### src/common/rfc_pkg.sv
//
// Contract
// - Range select 0: upper value is 3072 plus 128 times low three code bits.
// - Range select 1: upper value is 128 times six-bit code; default 3840.
// - Tuning word is 13 bits: upper value plus seven-bit lower value.
// - Tuning word spans 3072..4095 in range 0, 0..8191 in range 1.
// - Clock output pin stays inactive while clock-output enable is 0.
// - Enable 1 with active flag 0 keeps clock off until a wake event.
// - Active flag self-sets on bit-check ok in RX or RX polling mode, wake pin event or wake status.
// - Enable and active flag both 1 drive the clock; both reset to 1.
// - Amplitude keying select 1 chooses ASK, 0 FSK; ignored in full duplex.
// - Poll sleep interval is count times 1024 base periods times sleep stretch.
// - Sleep stretch is 1 when its bit is 0, 8 when 1.
// - Limit stretch is 1 or 2; scales edge limits; inactive in TX, FD master.
// - Check count codes 0..3 give 0, 3, 6, 9 bits; default 3.
// - Minimum edge limit is six-bit field times bit sample period; default 11.
// - Bit sample period is 8, 4, 2 or 1 base periods times limit stretch.
package rfc_pkg;
   // ----------------------------------------
   // Register map
   // ----------------------------------------
   localparam logic [2:0] ADDR_FREQ_CLK   = 3'h2;
   localparam logic [2:0] ADDR_KEY_SLEEP  = 3'h3;
   localparam logic [2:0] ADDR_CHK_LIM    = 3'h4;
   localparam logic [7:0] RST_FREQ_CLK    = 8'h7B;
   localparam logic [7:0] RST_KEY_SLEEP   = 8'h60;
   localparam logic [7:0] RST_CHK_LIM     = 8'h4B;
   // ----------------------------------------
   // Field positions
   // ----------------------------------------
   localparam int FREQ_MSB    = 7;
   localparam int FREQ_LSB    = 2;
   localparam int CLK_EN_BIT  = 1;
   localparam int CLK_ON_BIT  = 0;
   localparam int ASK_BIT     = 7;
   localparam int SLEEP_MSB   = 6;
   localparam int SLEEP_LSB   = 2;
   localparam int SLEEP_STRETCH_SEL_BIT  = 1;
   localparam int LIMIT_STRETCH_SEL_BIT    = 0;
   localparam int CHK_MSB     = 7;
   localparam int CHK_LSB     = 6;
   localparam int LIMMIN_MSB  = 5;
   localparam int LIMMIN_LSB  = 0;
   // ----------------------------------------
   // Arithmetic constants
   // ----------------------------------------
   localparam int          TUNE_W          = 13;
   localparam logic [12:0] RANGE0_BASE     = 13'h0C00;
   localparam logic [12:0] RANGE0_TOP      = 13'h0FFF;
   localparam int          SLEEP_UNIT_SH   = 10;
   localparam int          SLEEP_STRETCH_SEL_SH       = 3;
   localparam int          SLEEP_W         = 18;
   localparam logic [4:0]  BSP_RANGE0      = 5'h08;
   localparam int          BSP_W           = 5;
   localparam int          MINLIM_W        = 10;
   localparam logic [5:0]  MINLIM_LEAST    = 6'h0A;
   // ----------------------------------------
   // Operating mode codes
   // ----------------------------------------
   localparam logic [2:0] OPM_IDLE    = 3'h0;
   localparam logic [2:0] OPM_TX      = 3'h1;
   localparam logic [2:0] OPM_RXPOLL  = 3'h2;
   localparam logic [2:0] OPM_RX      = 3'h3;
   localparam logic [2:0] OPM_FDM     = 3'h5;
   localparam logic [2:0] OPM_FDS     = 3'h7;
endpackage

### src/common/rfc_cfg_if.sv
`timescale 1ns/1ps
interface rfc_cfg_if;
   logic [5:0]  freq_code;
   logic        range_sel;
   logic [6:0]  lower;
   logic [12:0] tune_word;
   logic        clk_en;
   logic        flag_wr;
   logic        flag_wr_val;
   logic        set_evt;
   logic        flag;
   logic        clk_out;
   modport tune (input freq_code, input range_sel, input lower, output tune_word);
   modport gate (input clk_en, input flag_wr, input flag_wr_val, input set_evt, output flag, output clk_out);
   modport ctl  (output freq_code, output range_sel, output lower, input tune_word,
                 output clk_en, output flag_wr, output flag_wr_val, output set_evt, input flag, input clk_out);
endinterface

### src/hdl/rfc_tune_calc.sv
`timescale 1ns/1ps
module rfc_tune_calc (
   input  wire logic clk,
   input  wire logic rst_n,
   rfc_cfg_if.tune   cfg
);
   wire logic [12:0] upper_r0;
   wire logic [12:0] upper_r1;
   wire logic [12:0] nxt_word;
   logic      [12:0] word_ff;

   assign upper_r0 = rfc_pkg::RANGE0_BASE + {3'h0, cfg.freq_code[2:0], 7'h00};
   assign upper_r1 = {cfg.freq_code, 7'h00};
   // Lower part occupies bits below the upper step, so a plain sum never carries out
   assign nxt_word = (cfg.range_sel ? upper_r1 : upper_r0) + {6'h00, cfg.lower};

   always_ff @(posedge clk or negedge rst_n) begin
      if (!rst_n) begin
         word_ff <= 13'h0F00;
      end else begin
         word_ff <= nxt_word;
      end
   end
   assign cfg.tune_word = word_ff;

   property p_range0_limits;
      @(posedge clk) disable iff (!rst_n)
      !cfg.range_sel |=> (word_ff >= rfc_pkg::RANGE0_BASE) && (word_ff <= rfc_pkg::RANGE0_TOP);
   endproperty
   a_range0_limits: assert property (p_range0_limits) else $error("range 0 tuning word out of span");

   property p_range1_value;
      @(posedge clk) disable iff (!rst_n)
      cfg.range_sel |=> word_ff == {$past(cfg.freq_code), $past(cfg.lower)};
   endproperty
   a_range1_value: assert property (p_range1_value) else $error("range 1 tuning word wrong");
endmodule

### src/hdl/rfc_clk_gate.sv
`timescale 1ns/1ps
module rfc_clk_gate (
   input  wire logic clk,
   input  wire logic rst_n,
   input  wire logic clk_src_in,
   rfc_cfg_if.gate   cfg
);
   logic      flag_ff;
   logic      clk_out_ff;
   wire logic nxt_flag;
   wire logic nxt_clk_out;

   // Hardware set beats a software clear in the same cycle
   assign nxt_flag    = cfg.set_evt ? 1'b1 : (cfg.flag_wr ? cfg.flag_wr_val : flag_ff);
   assign nxt_clk_out = cfg.clk_en & flag_ff & clk_src_in;

   always_ff @(posedge clk or negedge rst_n) begin
      if (!rst_n) begin
         flag_ff    <= 1'b1;
         clk_out_ff <= 1'b0;
      end else begin
         flag_ff    <= nxt_flag;
         clk_out_ff <= nxt_clk_out;
      end
   end
   assign cfg.flag    = flag_ff;
   assign cfg.clk_out = clk_out_ff;

   property p_off_when_disabled;
      @(posedge clk) disable iff (!rst_n)
      !cfg.clk_en |=> !clk_out_ff;
   endproperty
   a_off_when_disabled: assert property (p_off_when_disabled) else $error("clock pin active while disabled");

   property p_event_sets_flag;
      @(posedge clk) disable iff (!rst_n)
      cfg.set_evt |=> flag_ff;
   endproperty
   a_event_sets_flag: assert property (p_event_sets_flag) else $error("wake event lost");

   property p_held_off_until_event;
      @(posedge clk) disable iff (!rst_n)
      (!flag_ff && !cfg.set_evt && !cfg.flag_wr) |=> !flag_ff ##1 !clk_out_ff;
   endproperty
   a_held_off_until_event: assert property (p_held_off_until_event) else $error("clock started without event");

   property p_drives_when_on;
      @(posedge clk) disable iff (!rst_n)
      (cfg.clk_en && flag_ff) |=> clk_out_ff == $past(clk_src_in);
   endproperty
   a_drives_when_on: assert property (p_drives_when_on) else $error("clock not driven when on");
endmodule

### src/hdl/rfc_cfg_regs.sv
`timescale 1ns/1ps
module rfc_cfg_regs (
   input  wire logic        clk,
   input  wire logic        rstn,
   input  wire logic        reg_wr_en,
   input  wire logic        reg_rd_en,
   input  wire logic [2:0]  reg_addr,
   input  wire logic [7:0]  reg_wdata,
   output logic      [7:0]  reg_rdata,
   output logic             reg_rd_hit,
   input  wire logic        pll_range_sel,
   input  wire logic [2:0]  op_mode,
   input  wire logic [6:0]  rf_tune_lower_value,
   input  wire logic [1:0]  baud_range,
   input  wire logic        bit_check_ok,
   input  wire logic        wake_pin_n,
   input  wire logic        wake_status,
   input  wire logic        clk_src_in,
   output logic      [12:0] rf_tune_word,
   output logic             clk_out,
   output logic             amplitude_keying_sel,
   output logic      [17:0] sleep_interval,
   output logic      [3:0]  check_bit_count,
   output logic      [4:0]  bit_sample_period,
   output logic      [9:0]  min_limit_period
);
   // ----------------------------------------
   // Reset release
   // ----------------------------------------
   logic rst_meta_ff;
   logic rst_sync_ff;
   wire logic rst_n;

   always_ff @(posedge clk or negedge rstn) begin
      if (!rstn) begin
         rst_meta_ff <= 1'b0;
         rst_sync_ff <= 1'b0;
      end else begin
         rst_meta_ff <= 1'b1;
         rst_sync_ff <= rst_meta_ff;
      end
   end
   assign rst_n = rst_sync_ff;

   // ----------------------------------------
   // Register storage
   // ----------------------------------------
   logic [7:1] freq_clk_ff;
   logic [7:0] key_sleep_ff;
   logic [7:0] chk_lim_ff;
   wire logic  wr_freq_clk;
   wire logic  wr_key_sleep;
   wire logic  wr_chk_lim;

   assign wr_freq_clk  = reg_wr_en && (reg_addr == rfc_pkg::ADDR_FREQ_CLK);
   assign wr_key_sleep = reg_wr_en && (reg_addr == rfc_pkg::ADDR_KEY_SLEEP);
   assign wr_chk_lim   = reg_wr_en && (reg_addr == rfc_pkg::ADDR_CHK_LIM);

   // Stored fields never depend on mode, so nothing is lost across mode changes
   always_ff @(posedge clk or negedge rst_n) begin
      if (!rst_n) begin
         freq_clk_ff  <= rfc_pkg::RST_FREQ_CLK[7:1];
         key_sleep_ff <= rfc_pkg::RST_KEY_SLEEP;
         chk_lim_ff   <= rfc_pkg::RST_CHK_LIM;
      end else begin
         if (wr_freq_clk) begin
            freq_clk_ff <= reg_wdata[7:1];
         end
         if (wr_key_sleep) begin
            key_sleep_ff <= reg_wdata;
         end
         if (wr_chk_lim) begin
            chk_lim_ff <= reg_wdata;
         end
      end
   end

   // ----------------------------------------
   // Read port
   // ----------------------------------------
   rfc_cfg_if cfg ();

   wire logic [7:0] rd_freq_clk;
   wire logic       rd_mapped;
   wire logic [7:0] nxt_rdata;
   logic      [7:0] rdata_ff;
   logic            rd_hit_ff;

   assign rd_freq_clk = {freq_clk_ff, cfg.flag};
   assign rd_mapped   = (reg_addr == rfc_pkg::ADDR_FREQ_CLK) ||
                        (reg_addr == rfc_pkg::ADDR_KEY_SLEEP) ||
                        (reg_addr == rfc_pkg::ADDR_CHK_LIM);
   // Addresses owned by neighbouring banks read as zero with no hit
   assign nxt_rdata   = (reg_addr == rfc_pkg::ADDR_FREQ_CLK)  ? rd_freq_clk :
                        (reg_addr == rfc_pkg::ADDR_KEY_SLEEP) ? key_sleep_ff :
                        (reg_addr == rfc_pkg::ADDR_CHK_LIM)   ? chk_lim_ff : 8'h00;

   always_ff @(posedge clk or negedge rst_n) begin
      if (!rst_n) begin
         rdata_ff  <= 8'h00;
         rd_hit_ff <= 1'b0;
      end else begin
         rd_hit_ff <= reg_rd_en && rd_mapped;
         if (reg_rd_en) begin
            rdata_ff <= nxt_rdata;
         end
      end
   end
   assign reg_rdata  = rdata_ff;
   assign reg_rd_hit = rd_hit_ff;

   // ----------------------------------------
   // Mode decode
   // ----------------------------------------
   wire logic mode_tx;
   wire logic mode_rx_any;
   wire logic mode_fd;
   wire logic mode_fdm;
   wire logic mode_fds;
   wire logic mode_poll;

   assign mode_tx     = op_mode == rfc_pkg::OPM_TX;
   assign mode_poll   = op_mode == rfc_pkg::OPM_RXPOLL;
   assign mode_rx_any = mode_poll || (op_mode == rfc_pkg::OPM_RX);
   assign mode_fdm    = op_mode == rfc_pkg::OPM_FDM;
   assign mode_fds    = op_mode == rfc_pkg::OPM_FDS;
   assign mode_fd     = mode_fdm || mode_fds;

   // ----------------------------------------
   // Synthesizer word and clock gate
   // ----------------------------------------
   logic      wake_prev_ff;
   wire logic wake_fall;

   always_ff @(posedge clk or negedge rst_n) begin
      if (!rst_n) begin
         wake_prev_ff <= 1'b1;
      end else begin
         wake_prev_ff <= wake_pin_n;
      end
   end
   assign wake_fall = wake_prev_ff && !wake_pin_n;

   assign cfg.freq_code   = freq_clk_ff[rfc_pkg::FREQ_MSB:rfc_pkg::FREQ_LSB];
   assign cfg.range_sel   = pll_range_sel;
   assign cfg.lower       = rf_tune_lower_value;
   assign cfg.clk_en      = freq_clk_ff[rfc_pkg::CLK_EN_BIT];
   assign cfg.flag_wr     = wr_freq_clk;
   assign cfg.flag_wr_val = reg_wdata[rfc_pkg::CLK_ON_BIT];
   assign cfg.set_evt     = (bit_check_ok && mode_rx_any) || wake_fall || wake_status;

   rfc_tune_calc u_tune (
      .clk   (clk),
      .rst_n (rst_n),
      .cfg   (cfg.tune)
   );

   rfc_clk_gate u_gate (
      .clk        (clk),
      .rst_n      (rst_n),
      .clk_src_in (clk_src_in),
      .cfg        (cfg.gate)
   );

   assign rf_tune_word = cfg.tune_word;
   assign clk_out      = cfg.clk_out;

   // ----------------------------------------
   // Effective settings
   // ----------------------------------------
   wire logic [4:0]  sleep_code;
   wire logic        sleep_stretch_sel_sel;
   wire logic        limit_stretch_sel_eff;
   wire logic [1:0]  chk_code;
   wire logic [5:0]  lim_min;
   wire logic [17:0] sleep_base;
   wire logic [17:0] nxt_sleep;
   wire logic [3:0]  nxt_chk;
   wire logic [4:0]  bsp_base;
   wire logic [4:0]  nxt_bsp;
   wire logic [9:0]  nxt_minlim;
   wire logic        nxt_ask;

   assign sleep_code = key_sleep_ff[rfc_pkg::SLEEP_MSB:rfc_pkg::SLEEP_LSB];
   assign sleep_stretch_sel_sel = key_sleep_ff[rfc_pkg::SLEEP_STRETCH_SEL_BIT];
   assign chk_code   = chk_lim_ff[rfc_pkg::CHK_MSB:rfc_pkg::CHK_LSB];
   assign lim_min    = chk_lim_ff[rfc_pkg::LIMMIN_MSB:rfc_pkg::LIMMIN_LSB];

   assign nxt_ask    = key_sleep_ff[rfc_pkg::ASK_BIT] && !mode_fd;

   assign sleep_base = {3'h0, sleep_code, 10'h000};
   assign nxt_sleep  = !mode_poll ? 18'h00000 :
                       (sleep_stretch_sel_sel ? (sleep_base << rfc_pkg::SLEEP_STRETCH_SEL_SH) : sleep_base);

   // Stretch only where receive-side limits are in use
   assign limit_stretch_sel_eff   = key_sleep_ff[rfc_pkg::LIMIT_STRETCH_SEL_BIT] && (mode_rx_any || mode_fds);
   assign bsp_base   = rfc_pkg::BSP_RANGE0 >> baud_range;
   assign nxt_bsp    = limit_stretch_sel_eff ? {bsp_base[3:0], 1'b0} : bsp_base;

   // Fields below the least legal minimum are passed on unchecked
   assign nxt_minlim = (mode_rx_any || mode_fds) ? ({4'h0, lim_min} * {5'h00, nxt_bsp}) : 10'h000;

   assign nxt_chk    = (mode_tx || mode_fdm) ? 4'h0 :
                       ({1'b0, chk_code, 1'b0} + {2'h0, chk_code});

   logic        ask_ff;
   logic [17:0] sleep_ff;
   logic [3:0]  chk_ff;
   logic [4:0]  bsp_ff;
   logic [9:0]  minlim_ff;

   always_ff @(posedge clk or negedge rst_n) begin
      if (!rst_n) begin
         ask_ff    <= 1'b0;
         sleep_ff  <= 18'h00000;
         chk_ff    <= 4'h0;
         bsp_ff    <= 5'h00;
         minlim_ff <= 10'h000;
      end else begin
         ask_ff    <= nxt_ask;
         sleep_ff  <= nxt_sleep;
         chk_ff    <= nxt_chk;
         bsp_ff    <= nxt_bsp;
         minlim_ff <= nxt_minlim;
      end
   end

   assign amplitude_keying_sel = ask_ff;
   assign sleep_interval       = sleep_ff;
   assign check_bit_count      = chk_ff;
   assign bit_sample_period    = bsp_ff;
   assign min_limit_period     = minlim_ff;

   // ----------------------------------------
   // Checks
   // ----------------------------------------
   property p_keying_ignored_fd;
      @(posedge clk) disable iff (!rst_n)
      mode_fd |=> !ask_ff;
   endproperty
   a_keying_ignored_fd: assert property (p_keying_ignored_fd) else $error("ASK active in full duplex");

   property p_sleep_value;
      @(posedge clk) disable iff (!rst_n)
      (mode_poll && !sleep_stretch_sel_sel) |=> sleep_ff == {3'h0, $past(sleep_code), 10'h000};
   endproperty
   a_sleep_value: assert property (p_sleep_value) else $error("sleep interval wrong");

   property p_sleep_stretch;
      @(posedge clk) disable iff (!rst_n)
      (mode_poll && sleep_stretch_sel_sel) |=> sleep_ff == {$past(sleep_code), 13'h0000};
   endproperty
   a_sleep_stretch: assert property (p_sleep_stretch) else $error("sleep stretch wrong");

   property p_check_count;
      @(posedge clk) disable iff (!rst_n)
      (mode_rx_any && chk_code == 2'h3) |=> chk_ff == 4'h9;
   endproperty
   a_check_count: assert property (p_check_count) else $error("check count wrong");

   property p_bsp_stretch;
      @(posedge clk) disable iff (!rst_n)
      (mode_tx && baud_range == 2'h3) |=> bsp_ff == 5'h01;
   endproperty
   a_bsp_stretch: assert property (p_bsp_stretch) else $error("stretch applied in transmit");

   property p_min_limit;
      @(posedge clk) disable iff (!rst_n)
      mode_fds |=> minlim_ff == {4'h0, $past(lim_min)} * {5'h00, bsp_ff};
   endproperty
   a_min_limit: assert property (p_min_limit) else $error("minimum limit wrong");

   property p_readback;
      @(posedge clk) disable iff (!rst_n)
      (wr_key_sleep ##1 !reg_wr_en ##1 (reg_rd_en && !reg_wr_en && reg_addr == rfc_pkg::ADDR_KEY_SLEEP))
      |=> reg_rdata == $past(reg_wdata, 3);
   endproperty
   a_readback: assert property (p_readback) else $error("readback differs from write");
endmodule

### config.mk
export PLATFORM = sky130hd
export DESIGN_NAME = rfc_cfg_regs
export DESIGN_NICKNAME = d
export VERILOG_FILES = /design/src/common/rfc_pkg.sv /design/src/common/rfc_cfg_if.sv /design/src/hdl/rfc_tune_calc.sv /design/src/hdl/rfc_clk_gate.sv /design/src/hdl/rfc_cfg_regs.sv
export SDC_FILE = /design/constraint.sdc
export NUM_CORES = 1
export LEC_CHECK = 0
export ABC_AREA = 1
export BUFFER_PORTS_ARGS = -buffer_cell sky130_fd_sc_hd__buf_2
export CELL_PAD_IN_SITES_DETAIL_PLACEMENT = 0
export CELL_PAD_IN_SITES_GLOBAL_PLACEMENT = 1
export CORE_MARGIN = 2
export CORE_UTILIZATION = 40
export CTS_BUF_LIST = sky130_fd_sc_hd__clkbuf_4
export CTS_CLUSTER_DIAMETER = 120
export DETAILED_ROUTE_END_ITERATION = 6
export GPL_TIMING_DRIVEN = 0
export PLACE_DENSITY = 0.85
export SYNTH_ARGS = -nofsm -noshare
export SYNTH_HDL_FRONTEND = slang
export SYNTH_SLANG_ARGS = --single-unit
### constraint.sdc
create_clock -name clk -period 3 [get_ports clk]
set_input_delay 0.6 -clock clk [delete_from_list [all_inputs] [get_ports clk]]
set_output_delay 0.6 -clock clk [all_outputs]
set_load 0.05 [all_outputs]
==> results.md <==
* Simple-gate portion of the synthesized area at 0.1704
* Failing checks: negative setup slack
* Setup violators final at 6
* Static power due to leakage at 0.002670 uW
* Clock period minus worst slack at 3.393 ns
* Average instance area after synthesis at between 9 and 10 um^2
* Average vias per placed instance at 4.519
* Yosys top cell area share at 0.3974
* Wire per inst at around 13 um
* Footprint of the multi-input gates at roughly 1700 um^2
* Number of distinct library cells after synthesis at 29
* Register area share after synthesis at 0.5137
* Global-route wire length before repair at about 14,000 um
* Mux contribution to synthesized area at 0
* ANT cells at 0
* Post-synthesis register bit count at 78
* Top achievable clock speed at just under 300 MHz
* Post-synthesis instance area at about 3800 um^2
* Yosys warning count at 0
* Number of search-and-repair iterations in the first detailed-routing pass at 4
* Gp weighted congestion at 0.8468
* DRC violation count after routing at 0
* Layout area overhead at 28.44%
* Post-route setup slack at -0.3931 ns
* Maximum number of pins on one net before global-route repair at 77
* Worst-path clk slew at about 0.15 ns
* Share of cells above drive strength 1 at 0.3266
* Combinational family with the most area after synthesis: simple AND/OR/NAND/NOR gates
* Overall overflow remaining after global route at 0
* Vertical die dimension at slightly above 100 um
* Dominant cells by area after synthesis: dfrtp_1 40%, dfstp_2 12%, nand2_1 8.4%
* TritonCTS clock tree: built
* Std cell rows at 35
* Max-cap violations at 0
* Post-synthesis compound-gate area fraction at 0.09186
* Post-synth top area cell: dfrtp_1
* Maximum count of clock buffers along a single path at 2
* Worst hold start: wake_pin_n
* End of the worst register-to-register path: min_limit_period[8]
* Gate Count Post-Synth at ~420
* Peak supply drop at around 0.00036 V
* Count of buffers from port buffering at between 80 and 90
* Die Width at ~100 um
* Insertion delay to the later sink of the worst-skew pair at 0.43 ns
* Starting Density at 0.4137
* Synthesized-area fraction occupied by adder cells at 0.1225
* Post-DRT Antenna Nets at 0
* Setup slack after placement at -0.9992 ns
* Instance area at placement at roughly 4600 um^2
* Fin nets at around 600
* R2R Path Start: key_sleep_ff[0]
* Clock sink count at 78
* Finished layout cell area at 4933 um^2
* Unrepaired setup endpoints after global routing: yes
* Critical Path AT at between 3 and 4 ns
* Power per cell area at about 600 nW/um^2
* Core footprint at about 9300 um^2
* Clock root buffer: clkbuf_4
* Count of boundary I/O pins at just over 90
* Worst Hold Endpoint: wake_prev_ff
* Reg-to-reg setup timing slack at -0.39 ns
* Fraction of the cycle the final worst path needs at 1.131
* DIE AREA at 10,400 um^2
* Hold-critical path depth at 1
* Nature of the critical path endpoint: flop
* Final Hold Viols at 0
* Post-Synth XOR/XNOR Area at 0.002280
* Overall via count from detail_route at a little over 3,000
* Post-Layout Cell Count at 674
* Largest clock skew in the final design at 0.01408 ns
* DPL Wire Length at around 6400 um
* Number of fill cells in the layout at 893
* Path type of the worst min-delay path: input pin to flop
* Antenna violations before repair at 0
* Startpoint types: flop
* Wirelength, routed at around 8500 um
* Level count of the clock H-tree at 3
* CP required at 3.34 ns
* Count of cells along the worst register-to-register path at 14
* Number of DRC markers after the initial detailed-route iteration at 163
* Global-route usage over all layers at 0.1787
* DP Cell Count at about 640
* Total count of max-transition violations in the final report at 0
* Critical setup path kind: flop to flop
* Seq. cell area at around 2000 um^2
* Number of buffers created by CTS at 9
* Run status: finished, violations left
* Worst hold slack after final layout at 0.2529 ns
* Highest fanout seen on the critical path at 5
* Number of global-route vias before repair at just over 3,000
power by group:
part / switching [uW] / total, uW / leakage, uW / internal [uW]
clock: 410 / 761 / 0.0000932 / 351
sequential: 77.2 / 1280 / 0.000971 / 1200
combinational: 619 / 897 / 0.00161 / 277
total: 1110 / 2940 / 0.00267 / 1830
worst max-delay path by stage:
stage / slack [ns] / cells past startpoint / startpoint / end
after floorplan: -0.52 / 18 / op_mode[1] / min_limit_period[7]
after global placement: -1.02 / 16 / baud_range[0] / min_limit_period[7]
after detailed placement: -1.0 / 16 / baud_range[0] / min_limit_period[7]
after CTS: -0.33 / 14 / key_sleep_ff[0] / min_limit_period[7]
after global routing: -0.53 / 14 / key_sleep_ff[0] / min_limit_period[8]
final: -0.39 / 14 / key_sleep_ff[0] / min_limit_period[8]
registers in the layout, summed over array words and instances, names as in the netlist:
name                  cells
min_limit_period         10
rst_n                     1
sleep_interval            8
wake_prev_ff              1
key_sleep_ff              8
check_bit_count           4
chk_lim_ff                8
amplitude_keying_sel      1
rst_meta_ff               1
reg_rd_hit                1
reg_rdata                 8
u_gate.cfg.clk_out        1
bit_sample_period         5
freq_clk_ff               7
u_tune.cfg.tune_word     13
u_gate.cfg.flag           1
critical path: stages (launching register included):
cell and delay (ns):
dfrtp_2 0.50, nand4_1 0.22, buf_4 0.18, nor2_2 0.04
fa_1 0.55, inv_2 0.04, fa_1 0.45, fa_1 0.52
inv_2 0.05, ha_4 0.30, nand2_1 0.10, nor3_2 0.14
nor2_1 0.07, o21ai_1 0.11, nor2_1 0.05
synth_stat cells:
| cell type | instances |
|---|---|
| clkbuf_1 | 1 |
| xor2_1 | 1 |
| nand2_1 | 86 |
| a31oi_1 | 1 |
| nand3_1 | 7 |
| nand3_2 | 1 |
| inv_1 | 73 |
| nand2_2 | 2 |
| dfstp_2 | 17 |
| nor3_1 | 5 |
| nand2_4 | 2 |
| o2111ai_1 | 1 |
| ha_1 | 20 |
| clkinv_1 | 1 |
| fa_1 | 11 |
| conb_1 | 2 |
| nor2_1 | 50 |
| nand4_1 | 5 |
| buf_2 | 2 |
| o21ai_4 | 1 |
| o21ai_2 | 3 |
| buf_4 | 10 |
| o21ai_0 | 36 |
| nand3b_1 | 1 |
| a21oi_1 | 9 |
| a21o_1 | 1 |
| inv_2 | 2 |
| dfrtp_1 | 61 |
| o22ai_1 | 10 |
cells in the final DEF (no fill, tap or decap), types with 2 or more instances in the layout:
| cell type | instances |
|---|---|
| nor3_2 | 2 |
| nand2_1 | 80 |
| nor2_1 | 49 |
| o21ai_1 | 2 |
| inv_6 | 4 |
| conb_1 | 11 |
| dfstp_2 | 17 |
| nand2_2 | 5 |
| nand2_4 | 3 |
| nand2_8 | 2 |
| o21ai_4 | 2 |
| nand3_1 | 7 |
| buf_2 | 82 |
| o21ai_0 | 33 |
| o21ai_2 | 3 |
| inv_1 | 67 |
| bufinv_16 | 2 |
| fa_1 | 11 |
| a21oi_1 | 7 |
| nor3_1 | 2 |
| clkbuf_4 | 9 |
| inv_2 | 7 |
| buf_4 | 25 |
| ha_1 | 16 |
| nand4_1 | 5 |
| o22ai_1 | 10 |
| dfrtp_1 | 59 |
| ha_4 | 4 |
per-stage QoR:
stage          power (uW)  setup TNS [ns]    util
2_1_floorplan        1920          -2.333       -
3_3_place_gp         2112          -6.660  0.4880
3_5_place_dp         2132          -5.399  0.4914
4_1_cts              2949          -1.578  0.5276
5_1_grt              3110          -2.642  0.5314
6_report             2940          -1.859  0.5314
what timing repair did:
action                                  CTS  global route
endpoints found under the setup margin    6             6
endpoints found under the hold margin     2             0
hold buffers                              1             0
resized for setup                        15             6
buffers inserted                         14             0
pin swaps                                11             5
layout make-up:
class                           instances  share of cell area
Sequential cell                        78              0.4010
Multi-Input combinational cell        264              0.3411
Timing Repair Buffer                   98              0.1139
Inverter                               76             0.05884
Tap cell                              129             0.03272
Clock inverter                          7             0.02080
Buffer                                 13             0.01801
Clock buffer                            9             0.01370
cell families (layout without fill, tap and decap cells):
group / count (synthesis) / count (layout)
compound gates: 62 / 62
xor+xnor: 1 / 1
buf+inv: 89 / 203
flops: 78 / 78
other cells: 2 / 11
fa+ha+maj: 31 / 31
simple gates: 159 / 159
layer usage:
layer / up-vias / track usage / routed length (um)
li1: 1533 / - / -
met1: 1422 / 0.2386 / 3932
met2: 83 / 0.2915 / 3996
met3: 8 / 0.04446 / 455
met4: 0 / 0.05026 / 112
met5: - / 0 / 0
No activity file was read; power rests on OpenSTA's default activity.
